$ cat config.mk
export PLATFORM = sky130hd
export DESIGN_NAME = pmcc_top
export DESIGN_NICKNAME = d
export VERILOG_FILES = /design/src/verilog/pmcc_pkg.sv /design/src/verilog/pmcc_top.sv
export SDC_FILE = /design/constraint.sdc
export NUM_CORES = 1
export LEC_CHECK = 0
export BUFFER_PORTS_ARGS = -buffer_cell sky130_fd_sc_hd__buf_4
export CAP_MARGIN = 25
export CELL_PAD_IN_SITES_DETAIL_PLACEMENT = 1
export CELL_PAD_IN_SITES_GLOBAL_PLACEMENT = 1
export CORE_MARGIN = 3
export CORE_UTILIZATION = 39
export DETAILED_ROUTE_END_ITERATION = 6
export MAX_ROUTING_LAYER = met4
export PLACE_DENSITY = 0.9
export RECOVER_POWER = 100
export SLEW_MARGIN = 20
export SYNTH_ARGS = -nofsm -noshare
export SYNTH_HDL_FRONTEND = slang
export SYNTH_SLANG_ARGS = --single-unit
$ cat constraint.sdc
create_clock -name clk -period 2.88 [get_ports clk]
set_input_delay 0.288 -clock clk [delete_from_list [all_inputs] [get_ports clk]]
set_output_delay 0.288 -clock clk [all_outputs]
set_load 0.05 [all_outputs]
$ cat src/verilog/pmcc_pkg.sv
// Function
// - Full-on: PLL on, unbypassed, all clocks, power.
// - Reset leaves the block in full-on mode.
// - Active: PLL bypassed, clocks and power on.
// - Sleep: PLL and system clock on, core off.
// - Deep sleep: PLL, core, system clocks off.
// - Hibernate: everything off, core power off.
// - Zero core voltage setting enters hibernate.
// - Each peripheral clock gated individually.
// - Core voltage level changeable by software.
// - Deep sleep exits only on reset, wake or a regulator write that forces hibernate.
// - Supply-off bit zero drives regulator wake low.
// - Regulator register kept through hibernate.
// - No system DMA to L1 in sleep.
package pmcc_pkg;

    localparam int CLK_NS       = 4;
    localparam int WAKE_HOLD_NS = 10;
    // A shortest time rounds down: two samples fit in every held level.
    localparam int WAKE_CYC     = (WAKE_HOLD_NS / CLK_NS < 1) ? 1 : WAKE_HOLD_NS / CLK_NS;

    localparam logic [11:0] MODE_OFS  = 12'h000;
    localparam logic [11:0] VRCTL_OFS = 12'h004;
    localparam logic [11:0] PGATE_OFS = 12'h008;
    localparam logic [11:0] STAT_OFS  = 12'h00C;
    localparam logic [11:0] WAKE_OFS  = 12'h010;

    localparam logic [2:0] CODE_FULL   = 3'h0;
    localparam logic [2:0] CODE_ACTIVE = 3'h1;
    localparam logic [2:0] CODE_SLEEP  = 3'h2;
    localparam logic [2:0] CODE_DEEP   = 3'h3;
    localparam logic [2:0] CODE_HIBER  = 3'h4;

    localparam int MODE_ACT_PLL_BIT = 3;
    localparam int VR_ON_BIT        = 0;
    localparam int VR_LVL_LSB       = 4;
    localparam logic [3:0] VR_LVL_RST = 4'hC;
    localparam logic [3:0] VR_LVL_OFF = 4'h0;

    typedef enum logic [4:0] {
        PMCC_FULL   = 5'b00001,
        PMCC_ACTIVE = 5'b00010,
        PMCC_SLEEP  = 5'b00100,
        PMCC_DEEP   = 5'b01000,
        PMCC_HIBER  = 5'b10000
    } pmcc_mode_t;

    typedef struct packed {
        logic pll_en;
        logic pll_bypass;
        logic core_clk_en;
        logic sys_clk_en;
        logic core_pwr;
    } pmcc_ctl_t;

    typedef struct packed {
        logic        psel;
        logic        penable;
        logic        pwrite;
        logic [11:0] paddr;
        logic [31:0] pwdata;
    } pmcc_apb_req_t;

endpackage

$ cat src/verilog/pmcc_top.sv
`timescale 1ns/10ps
`default_nettype none

module pmcc_top #(
    parameter int NPERIPH = 8,
    parameter int NWAKE   = 4
) (
    input  wire logic                  clk,
    input  wire logic                  resetn,
    input  wire pmcc_pkg::pmcc_apb_req_t apb_req,
    output logic [31:0]                prdata,
    output logic                       pready,
    output logic                       pslverr,
    input  wire logic [NWAKE-1:0]      wake_pin_in,
    input  wire logic                  dma_l1_req,
    output logic                       dma_l1_grant,
    output pmcc_pkg::pmcc_ctl_t        pm_ctl,
    output logic [NPERIPH-1:0]         periph_clk_en,
    output logic                       regulator_wake_out,
    output logic [3:0]                 core_vdd_level
);

    typedef struct packed {
        pmcc_pkg::pmcc_mode_t mode;
        logic                 act_pll;
        logic                 vr_on;
        logic [3:0]           vr_lvl;
        logic [NPERIPH-1:0]   pgate;
        logic [NWAKE-1:0]     wake_en;
        logic [NWAKE-1:0]     wsync1;
        logic [NWAKE-1:0]     wsync2;
        logic [3:0]           wcnt;
        pmcc_pkg::pmcc_ctl_t  ctl;
        logic [NPERIPH-1:0]   pclk;
        logic                 rwake;
        logic [31:0]          rdata;
        logic                 err;
    } pmcc_state_t;

    pmcc_state_t st_ff;
    pmcc_state_t nxt_st;

    function automatic pmcc_pkg::pmcc_ctl_t mode_ctl(input pmcc_pkg::pmcc_mode_t m,
                                                     input logic act_pll);
        pmcc_pkg::pmcc_ctl_t c;
        c = '0;
        unique case (m)
            pmcc_pkg::PMCC_FULL:   c = 5'b10111;
            pmcc_pkg::PMCC_ACTIVE: c = {act_pll, 4'b1111};
            pmcc_pkg::PMCC_SLEEP:  c = 5'b10011;
            pmcc_pkg::PMCC_DEEP:   c = 5'b00001;
            pmcc_pkg::PMCC_HIBER:  c = 5'b00000;
            default:               c = 5'b00000;
        endcase
        return c;
    endfunction

    function automatic logic [2:0] mode_code(input pmcc_pkg::pmcc_mode_t m);
        logic [2:0] k;
        k = pmcc_pkg::CODE_FULL;
        unique case (m)
            pmcc_pkg::PMCC_FULL:   k = pmcc_pkg::CODE_FULL;
            pmcc_pkg::PMCC_ACTIVE: k = pmcc_pkg::CODE_ACTIVE;
            pmcc_pkg::PMCC_SLEEP:  k = pmcc_pkg::CODE_SLEEP;
            pmcc_pkg::PMCC_DEEP:   k = pmcc_pkg::CODE_DEEP;
            pmcc_pkg::PMCC_HIBER:  k = pmcc_pkg::CODE_HIBER;
            default:               k = pmcc_pkg::CODE_FULL;
        endcase
        return k;
    endfunction

    logic        setup;
    logic        wr;
    logic        mapped;
    logic        wake_ok;
    logic [31:0] rd_mux;

    always_comb begin
        setup  = apb_req.psel && !apb_req.penable;
        wr     = apb_req.psel && apb_req.penable && apb_req.pwrite;
        mapped = (apb_req.paddr == pmcc_pkg::MODE_OFS) ||
                 (apb_req.paddr == pmcc_pkg::VRCTL_OFS) ||
                 (apb_req.paddr == pmcc_pkg::PGATE_OFS) ||
                 (apb_req.paddr == pmcc_pkg::STAT_OFS) ||
                 (apb_req.paddr == pmcc_pkg::WAKE_OFS);
        wake_ok = st_ff.wcnt >= 4'(pmcc_pkg::WAKE_CYC);
        rd_mux = '0;
        unique case (apb_req.paddr)
            pmcc_pkg::MODE_OFS:  rd_mux = {28'h0000000, st_ff.act_pll, mode_code(st_ff.mode)};
            pmcc_pkg::VRCTL_OFS: rd_mux = {24'h000000, st_ff.vr_lvl, 3'h0, st_ff.vr_on};
            pmcc_pkg::PGATE_OFS: rd_mux = 32'(st_ff.pgate);
            pmcc_pkg::STAT_OFS:  rd_mux = {21'h000000, st_ff.rwake, st_ff.ctl, st_ff.mode};
            pmcc_pkg::WAKE_OFS:  rd_mux = 32'(st_ff.wake_en);
            default:             rd_mux = '0;
        endcase
    end

    always_comb begin
        nxt_st = st_ff;
        // The first stage feeds only the second; wake logic reads the second.
        nxt_st.wsync1 = wake_pin_in;
        nxt_st.wsync2 = st_ff.wsync1;
        if ((st_ff.wsync2 & st_ff.wake_en) != '0) begin
            if (!wake_ok) begin
                nxt_st.wcnt = st_ff.wcnt + 4'h1;
            end
        end else begin
            nxt_st.wcnt = '0;
        end

        if (setup) begin
            nxt_st.rdata = rd_mux;
            nxt_st.err   = !mapped;
        end

        if (wr && mapped) begin
            unique case (apb_req.paddr)
                pmcc_pkg::MODE_OFS: begin
                    nxt_st.act_pll = apb_req.pwdata[pmcc_pkg::MODE_ACT_PLL_BIT];
                    // Illegal codes and hibernate requests leave the mode alone
                    // Deep sleep ignores mode writes, so only reset, wake or a regulator write that forces hibernate ends it.
                    if (st_ff.mode != pmcc_pkg::PMCC_DEEP) begin
                        unique case (apb_req.pwdata[2:0])
                            pmcc_pkg::CODE_FULL:   nxt_st.mode = pmcc_pkg::PMCC_FULL;
                            pmcc_pkg::CODE_ACTIVE: nxt_st.mode = pmcc_pkg::PMCC_ACTIVE;
                            pmcc_pkg::CODE_SLEEP:  nxt_st.mode = pmcc_pkg::PMCC_SLEEP;
                            pmcc_pkg::CODE_DEEP:   nxt_st.mode = pmcc_pkg::PMCC_DEEP;
                            default:               nxt_st.mode = st_ff.mode;
                        endcase
                    end
                end
                pmcc_pkg::VRCTL_OFS: begin
                    nxt_st.vr_on  = apb_req.pwdata[pmcc_pkg::VR_ON_BIT];
                    nxt_st.vr_lvl = apb_req.pwdata[pmcc_pkg::VR_LVL_LSB +: 4];
                end
                pmcc_pkg::PGATE_OFS: nxt_st.pgate = apb_req.pwdata[NPERIPH-1:0];
                pmcc_pkg::WAKE_OFS:  nxt_st.wake_en = apb_req.pwdata[NWAKE-1:0];
                default:             nxt_st.err = st_ff.err;
            endcase
        end

        // Sleep and deep sleep leave on a held wake level; hibernate needs the regulator back on and a mode write.
        if (wake_ok && (st_ff.mode == pmcc_pkg::PMCC_SLEEP ||
                        st_ff.mode == pmcc_pkg::PMCC_DEEP)) begin
            nxt_st.mode = pmcc_pkg::PMCC_FULL;
        end

        if (!nxt_st.vr_on || nxt_st.vr_lvl == pmcc_pkg::VR_LVL_OFF) begin
            nxt_st.mode = pmcc_pkg::PMCC_HIBER;
        end

        // Enables are registered so clock gates only see clean edges.
        nxt_st.ctl   = mode_ctl(nxt_st.mode, nxt_st.act_pll);
        nxt_st.pclk  = nxt_st.ctl.sys_clk_en ? nxt_st.pgate : '0;
        nxt_st.rwake = nxt_st.vr_on && nxt_st.mode != pmcc_pkg::PMCC_HIBER;
    end

    // Only the external reset reloads the regulator fields (on, level 0xC), so they survive
    // hibernate while the I/O supply holds this flop bank.
    always_ff @(posedge clk or negedge resetn) begin
        if (!resetn) begin
            st_ff.mode    <= pmcc_pkg::PMCC_FULL;
            st_ff.act_pll <= 1'b1;
            st_ff.vr_on   <= 1'b1;
            st_ff.vr_lvl  <= pmcc_pkg::VR_LVL_RST;
            st_ff.pgate   <= '1;
            st_ff.wake_en <= '0;
            st_ff.wsync1  <= '0;
            st_ff.wsync2  <= '0;
            st_ff.wcnt    <= '0;
            st_ff.ctl     <= 5'b10111;
            st_ff.pclk    <= '1;
            st_ff.rwake   <= 1'b1;
            st_ff.rdata   <= '0;
            st_ff.err     <= 1'b0;
        end else begin
            st_ff <= nxt_st;
        end
    end

    always_comb begin
        prdata             = st_ff.rdata;
        pready             = 1'b1;
        pslverr            = apb_req.psel && apb_req.penable && st_ff.err;
        pm_ctl             = st_ff.ctl;
        periph_clk_en      = st_ff.pclk;
        regulator_wake_out = st_ff.rwake;
        core_vdd_level     = st_ff.vr_lvl;
        dma_l1_grant       = dma_l1_req && st_ff.mode != pmcc_pkg::PMCC_SLEEP &&
                             st_ff.ctl.sys_clk_en;
    end

endmodule

`default_nettype wire

; Word level (Yosys, flattened, before mapping)
; Index checks and enable logic that the tools add are counted.
[word_totals]
wordCells = 83
latch_bits = 0
inputBits = 54
rom_bits = 0
reg_bits = 61
output_inout_bits = 53
mem_bits_rw = 0
n_memories = 0
[classes]
mul = 0
mux = 18
bitwise = 1
add_sub_neg = 1
n_lt_le_gt_ge = 1
n_shift = 0
reduce_logical = 24
n_div = 0
eq_ne = 20
[op_table]
columns = cell, n
row1 = $pmux 11 s5, 1
row2 = $pmux 5 s4, 2
row3 = $eq 12x4->1 const B, 2
row4 = $mux 23, 1
row5 = $mux 5, 4
row6 = $mux 8, 2
row7 = $eq 12x3->1 const B, 1
row8 = $eq 12x5->1 const B, 1
row9 = $logic_not 12->1, 1
row10 = $mux 4, 3
row11 = $pmux 3 s4, 1
row12 = $eq 5x2->1 const B, 2
row13 = $eq 5x3->1 const B, 2
row14 = $eq 5x4->1 const B, 2
row15 = $logic_and 1x1->1, 9
row16 = $eq 3x2->1 const B, 2
row17 = $logic_or 1x1->1, 6
row18 = $mux 6, 1
row19 = $eq 5x1->1 const B, 1
row20 = $eq 5x5->1 const B, 1
row21 = $ne 5x3->1 const B, 1
row22 = $ne 5x4->1 const B, 1
row23 = $ne 5x5->1 const B, 1
row24 = $add 4x1->4 const B, 1
row25 = other kinds (11), 16

; Longest topological paths before layout
; Gate-level depths: netlist (run 1).
[logic_depth]
depth_word = 13
depth_mapped = 10

; Least setup slack after synthesis (run 1)
; No wires, ideal clock.
[synth_path]
path_kind = input port to flip-flop
from = input apb_req[41] in the netlist's numbering
to = register st_ff (netlist bit pm_ctl[0])
arrival_time_ns = 2.378
required_ns = 2.798
path_slack_ns = 0.420
path_buffers = 0
path_stages = 7
path_cell_list = or4_4 > nor4_4 > nand2_2 > o311a_4 > and2_1 > nor3b_1 > a211o_1
[synth_rtl]
columns = item, line
row1 = start: declaration, pmcc_top.sv:10  ; input wire pmcc_pkg::pmcc_apb_req_t apb_req,
row2 = end signal: assignment, pmcc_top.sv:177  ; st_ff <= nxt_st;
row3 = end: declaration, pmcc_top.sv:40  ; pmcc_state_t st_ff;

==> results.yml, run 1 <==
outcome:
  status: "complete, no violations"
setup_path:
  r2r_setup_slack_ns: 0.27
  start_kind: "primary input"
  path_class: "in -> reg"
  startpoint: "apb_req[41]"
  reg2reg_depth: 11
  r2r-start: "st_ff[47]$_DFFE_PN0P_"
  worstPathArrival_ns: 2.96
  cp_max_fo: 9
  critical_path_required_ns: 3.15
  rr_endpoint: "periph_clk_en[3]$_DFF_PN1_"
  crit_end: "periph_clk_en[3]$_DFF_PN1_"
  cp-end-kind: "register"
synthesis:
  synth_cells: 309
  yosysTopAreaCellShare_pct: 26.5
  synthMuxAreaShare_pct: 8.55
  synth_adder_area_share_pct: 0.757
  synth_top_family_by_area: "simple AND/OR/NAND/NOR gates"
  synthTopCellsByCount: "buf_4 (50), dfrtp_1 (35), dfstp_2 (26)"
  synth_area_um2: 3310
  synth_most_common_cell: "buf_4"
  synth_xor_area_share_pct: 1.29
  ys_types: 59
  synth-compound-area-share_pct: 12.6
  synth_edf_count: 0
  synth_ff_type: "dfrtp_1"
  yosys-top-cells-area: "dfrtp_1 (26%), dfstp_2 (21%), buf_4 (11%)"
  ys_seq_area_share_pct: 47.2
  yosys.area.top_type: "dfrtp_1"
  synthSimpleGateAreaFrac_pct: 16.5
  avgSynthCellArea_um2: 10.7
  ys_ff_latch: 61
  synth_warnings: 0
  async_flop_share_pct: 100
grt:
  grt_max_degree: 62
  overflow: 0
  grt_usage_pct: 18.0
  antenna_found_initial: 0
  grt_pass1_wl_um: 13100
  grt_pass1_vias: 2484
routing:
  drt-wirelength-per-cell_um: 18.3
  ant_nets: 0
  via_count: 2371
  drt_wl_total_um: 8290
  drt_first_pass_iters: 4
  drtIter0Drc: 106
  routed_via_density: 5.23
  drc: 0
power:
  ir_worst_vdd_v: 0.000170
  total_power_mw: 1.68
  powerDensity_nw_per_um2: 467
  p_leak_nw: 1.51
place:
  io_buffers: 60
  dp_hpwl_um: 6180
  place.gp.congestion: 0.865
  placedCellCount: 437
clock_network:
  cts_num_sinks: 61
  clock_latency_ns: 0.35
  cts-root-buf: "clkbuf_8"
  postCtsSetupBuffers: 0
  clk_pin_slew_worst_paths_ns: 0.06
  cts_resized: 0
  cts_hold_buf: 0
  ctsHtreeMaxLevel: 3
  cts_tree: "yes"
  cts_buffers: 9
  cts_buffer_depth: 2
die:
  die_w_um: 98.1
  num_rows: 32
  dieHeight_um: 98.1
  io_pins: 107
  design.core.area_um2: 7970
  die_area_um2: 9620
  initial_utilization_pct: 41.5
final_layout:
  drive_gt1_share_pct: 28.5
  antenna_cells: 0
  fin_cells: 453
  finish.net_count: 402
  fill_cells: 914
  area_growth_pct: 8.71
timing:
  period_minus_slack_ns: 2.69
  drv_slew: 0
  skew_ns: 0.0115
  fin_setup_tns_ns: 0
  setup_viol: 0
  maxSlewHeadroom_pct: 3.27
  rsz0062_at_grt: "false"
  max_freq_mhz: 372
  hold_viol_final: 0
  period_share_pct: 93.3
  worst_slew_pin_slew_ns: 1.45
run:
  cap_viol_max_count: 0
hold_path:
  hp-class: "in -> reg"
## worst min-delay path by stage
stage	start	endpoint	cells past startpoint
floorplan	resetn	core_vdd_level[0]$_DFF_PN0_	0
global placement	nxt_st[52]$_DFF_PN0_	st_ff[52]$_DFF_PN0_	0
detailed placement	nxt_st[51]$_DFF_PN0_	st_ff[51]$_DFF_PN0_	0
CTS	resetn	core_vdd_level[1]$_DFF_PN0_	1
global route	wake_pin_in[3]	nxt_st[54]$_DFF_PN0_	1
finish	wake_pin_in[2]	nxt_st[53]$_DFF_PN0_	1
## critical path, cell delays in order
cell,delay (ns)
clkbuf_4,0.10
or4_1,0.63
nor4_4,0.46
nand2_1,0.34
o311a_4,0.49
xnor2_2,0.22
o211ai_2,0.13
buf_12,0.17
nor2b_1,0.13
## cells by family after synthesis
kind of cell | after synthesis
XOR/XNOR | 4
AO/OA/AOI/OAI | 57
multiplexers | 25
buffers and inverters | 64
adder cells (fa/ha/maj) | 2
flip-flops | 61
other | 2
AND/OR/NAND/NOR | 94
## area by class of cell
class / count / area (µm²) / share of cell area, %
clock buffers: 11 / 141 / 3.93
multi-input cells: 204 / 1340 / 37.3
flip-flops and latches: 61 / 1560 / 43.4
repair buffers: 66 / 382 / 10.6
well taps: 102 / 128 / 3.55
clock inverters: 5 / 27.5 / 0.766
inverters: 4 / 15.0 / 0.418
## registers in the layout, indices dropped and copies added, names as in the netlist
register / cells
core_vdd_level: 4
nxt_st: 4
periph_clk_en: 8
pm_ctl: 5
prdata: 11
regulator_wake_out: 1
st_ff: 28
## layer usage
layer	GRT usage (%)	up-vias	part of all wire, %
li1	-	1093	-
met1	19.9	1177	40
met2	30.6	88	52
met3	4.21	13	6.2
met4	8.41	0	2.0
met5	-	-	0
## power breakdown
group	total, mW	leakage [nW]	switching [mW]	internal, mW
Sequential	0.869	0.731	0.00251	0.867
Combinational	0.158	0.689	0.122	0.0360
Clock	0.649	0.0889	0.321	0.329
## cell usage in the layout, fill, tap and decap left out, drive strengths merged, types with 3 or more instances in the layout
| master | count |
|---|---|
| a21o | 3 |
| a21oi | 15 |
| a22oi | 4 |
| a31oi | 3 |
| buf | 26 |
| clkbuf | 51 |
| clkinv | 4 |
| conb | 22 |
| dfrtp | 35 |
| dfstp | 26 |
| inv | 4 |
| mux2 | 23 |
| nand2 | 26 |
| nand2b | 4 |
| nand3 | 4 |
| nor2 | 16 |
| nor2b | 14 |
| nor3 | 8 |
| nor4 | 6 |
| o21ai | 11 |
| o31ai | 5 |
| or3 | 4 |
| or4 | 3 |
| xnor2 | 3 |
## per-stage QoR
stage / hold slack, ns / setup WS [ns] / util [%] / area, µm²
4_1_cts: 0.0309 / 0.253 / 47.3 / 3770
3_3_place_gp: 0.335 / 0.156 / 45.2 / 3600
5_1_grt: 0.0614 / 0.0467 / 45.1 / 3590
6_report: 0.0727 / 0.194 / 45.1 / 3590
2_1_floorplan: -0.00759 / 0.420 / - / 3380
3_5_place_dp: 0.342 / 0.0393 / 45.2 / 3600
(Power assumes the default switching activity.)
==> run 2: changes to the inputs <==
Settings changed: CORE_UTILIZATION 39 to 28, PLACE_DENSITY 0.9 to 0.7.
==> run 2 against run 1 <==
  * Clock power rose by 71%
  * Sequential share of layout area down 2.5 points
  * Worst setup slack better by 0.077 ns
  * Flip-flop and latch count is the same
  * Critical endpoint is now pm_ctl[0]$_DFF_PN1_
  * Largest cell class unchanged
==> results.yml, run 2 (synthesis results as in run 1) <==
outcome:
  status: "complete, no violations"
routing:
  drc: 0
  routed_via_density: 4.60
  drt-wirelength-per-cell_um: 15.4
  ant_nets: 0
  drt_wl_total_um: 7660
  drt_first_pass_iters: 4
  via_count: 2288
  drtIter0Drc: 66
power:
  powerDensity_nw_per_um2: 561
  ir_worst_vdd_v: 0.000227
  p_leak_nw: 1.59
  total_power_mw: 2.14
die:
  design.core.area_um2: 11500
  die_w_um: 115
  die_area_um2: 13100
  dieHeight_um: 115
  io_pins: 107
  num_rows: 39
  initial_utilization_pct: 28.8
grt:
  antenna_found_initial: 0
  gr-usage-met1_pct: 14.9
  grt_max_degree: 62
  grtUsageMet3_pct: 3.59
  grt_usage_pct: 12.2
  grt_pass1_wl_um: 12100
  grt_pass1_vias: 2356
  overflow: 0
  grtUsageMet2_pct: 19.7
  gr-max-usage-layer: "met2"
timing:
  worst_slew_pin_slew_ns: 1.46
  fin_setup_tns_ns: 0
  skew_ns: 0.00672
  setup_viol: 0
  period_minus_slack_ns: 2.61
  drv_slew: 0
  maxSlewHeadroom_pct: 2.61
  rsz0062_at_grt: "false"
  max_freq_mhz: 383
  hold_viol_final: 0
  period_share_pct: 90.6
setup_path:
  path_class: "in -> reg"
  path_cells: "clkbuf_4, or4_1, or4_1, o21ai_1, o31a_1, and2_1, nor4b_1, a211o_1"
  start_kind: "primary input"
  crit_buf_inv: 1
  worstPathArrival_ns: 2.88
  cpMostUsedCell: "or4_1"
  crit_family: "simple AND/OR/NAND/NOR gates"
  cp_max_fo: 5
  cp-end-kind: "register"
  critical_path_required_ns: 3.15
  r2r_setup_slack_ns: 0.43
  cp_slowest_cell: "or4_1"
  critPathMaxStageDelay_ns: 0.67
final_layout:
  area_growth_pct: 15.5
  antenna_cells: 0
  fin_cells: 497
  finish.net_count: 405
  top_register: "st_ff"
  largest_reg_flops: 28
  final_common_cell: "clkbuf_1"
  fin_area_um2: 3820
  drive_gt1_share_pct: 28.8
  most-common-layout-cells: "clkbuf_1 (36), dfrtp_1 (35), dfstp_2 (26), buf_4 (26), nand2_1 (25)"
clock_network:
  cts_buffers: 9
  cts_resized: 0
  cts_tree: "yes"
  ctsHtreeMaxLevel: 3
  clock_latency_ns: 0.32
  cts_num_sinks: 61
  cts_hold_buf: 0
  postCtsSetupBuffers: 0
  clk_pin_slew_worst_paths_ns: 0.05
  cts-root-buf: "clkbuf_16"
  cts_buffer_depth: 2
place:
  placedCellCount: 481
  place.gp.congestion: 0.861
  dp_hpwl_um: 5730
  place_area_um2: 3680
  io_buffers: 60
hold_path:
  hp-class: "in -> reg"
run:
  cap_viol_max_count: 0
==> run 2: changes by cell type in the layout (fill, tap and decap cells not counted), sizes merged <==
| cell | previous run | this run |
|---|---|---|
| clkbuf | 51 | 53 |
| clkinv | 4 | 3 |
| bufinv | 0 | 2 |
| clkinvlp | 1 | 0 |
| buf | 26 | 27 |
==> run 2: cell type report <==
cell class / count / area, µm²
flip-flops and latches: 61 / 1560
repair buffers: 69 / 400
fillers: 1288 / 7650
well taps: 143 / 179
clock inverters: 5 / 75.1
clock buffers: 11 / 233
inverters: 4 / 15.0
multi-input cells: 204 / 1360
==> run 2: report_power, final <==
group          internal (mW)  switching, mW  total, mW
clock                  0.752          0.362       1.11
sequential             0.868        0.00252      0.870
combinational         0.0360          0.121      0.157
total                   1.66          0.485       2.14
==> run 2: metal layers <==
layer	part of all wire [%]	up-vias
li1	-	1091
met1	44	1128
met2	49	61
met3	5.6	8
met4	1.1	0
met5	0	-
==> run 2: metrics by stage <==
stage	setup slack (ns)	hold slack (ns)	utilization, %
after floorplan	0.420	-0.00759	-
after global placement	0.180	0.335	32.1
after detailed placement	0.138	0.338	32.1
after CTS	0.445	0.0563	34.8
after global routing	0.138	0.0778	33.3
final	0.271	0.0908	33.3
==> run 2: path summary, 6_finish.rpt <==
| check | start | end | cells after the start |
|---|---|---|---|
| setup / recovery | apb_req[41] | pm_ctl[0]$_DFF_PN1_ | 8 |
| hold / removal | wake_pin_in[2] | nxt_st[53]$_DFF_PN0_ | 1 |
| setup reg to reg | st_ff[47]$_DFFE_PN0P_ | periph_clk_en[3]$_DFF_PN1_ | 11 |
| hold reg to reg | nxt_st[51]$_DFF_PN0_ | st_ff[51]$_DFF_PN0_ | 0 |
| max in group asynchronous | resetn | st_ff[0]$_DFFE_PN0P_ | 1 |
| min in group asynchronous | resetn | nxt_st[54]$_DFF_PN0_ | 1 |
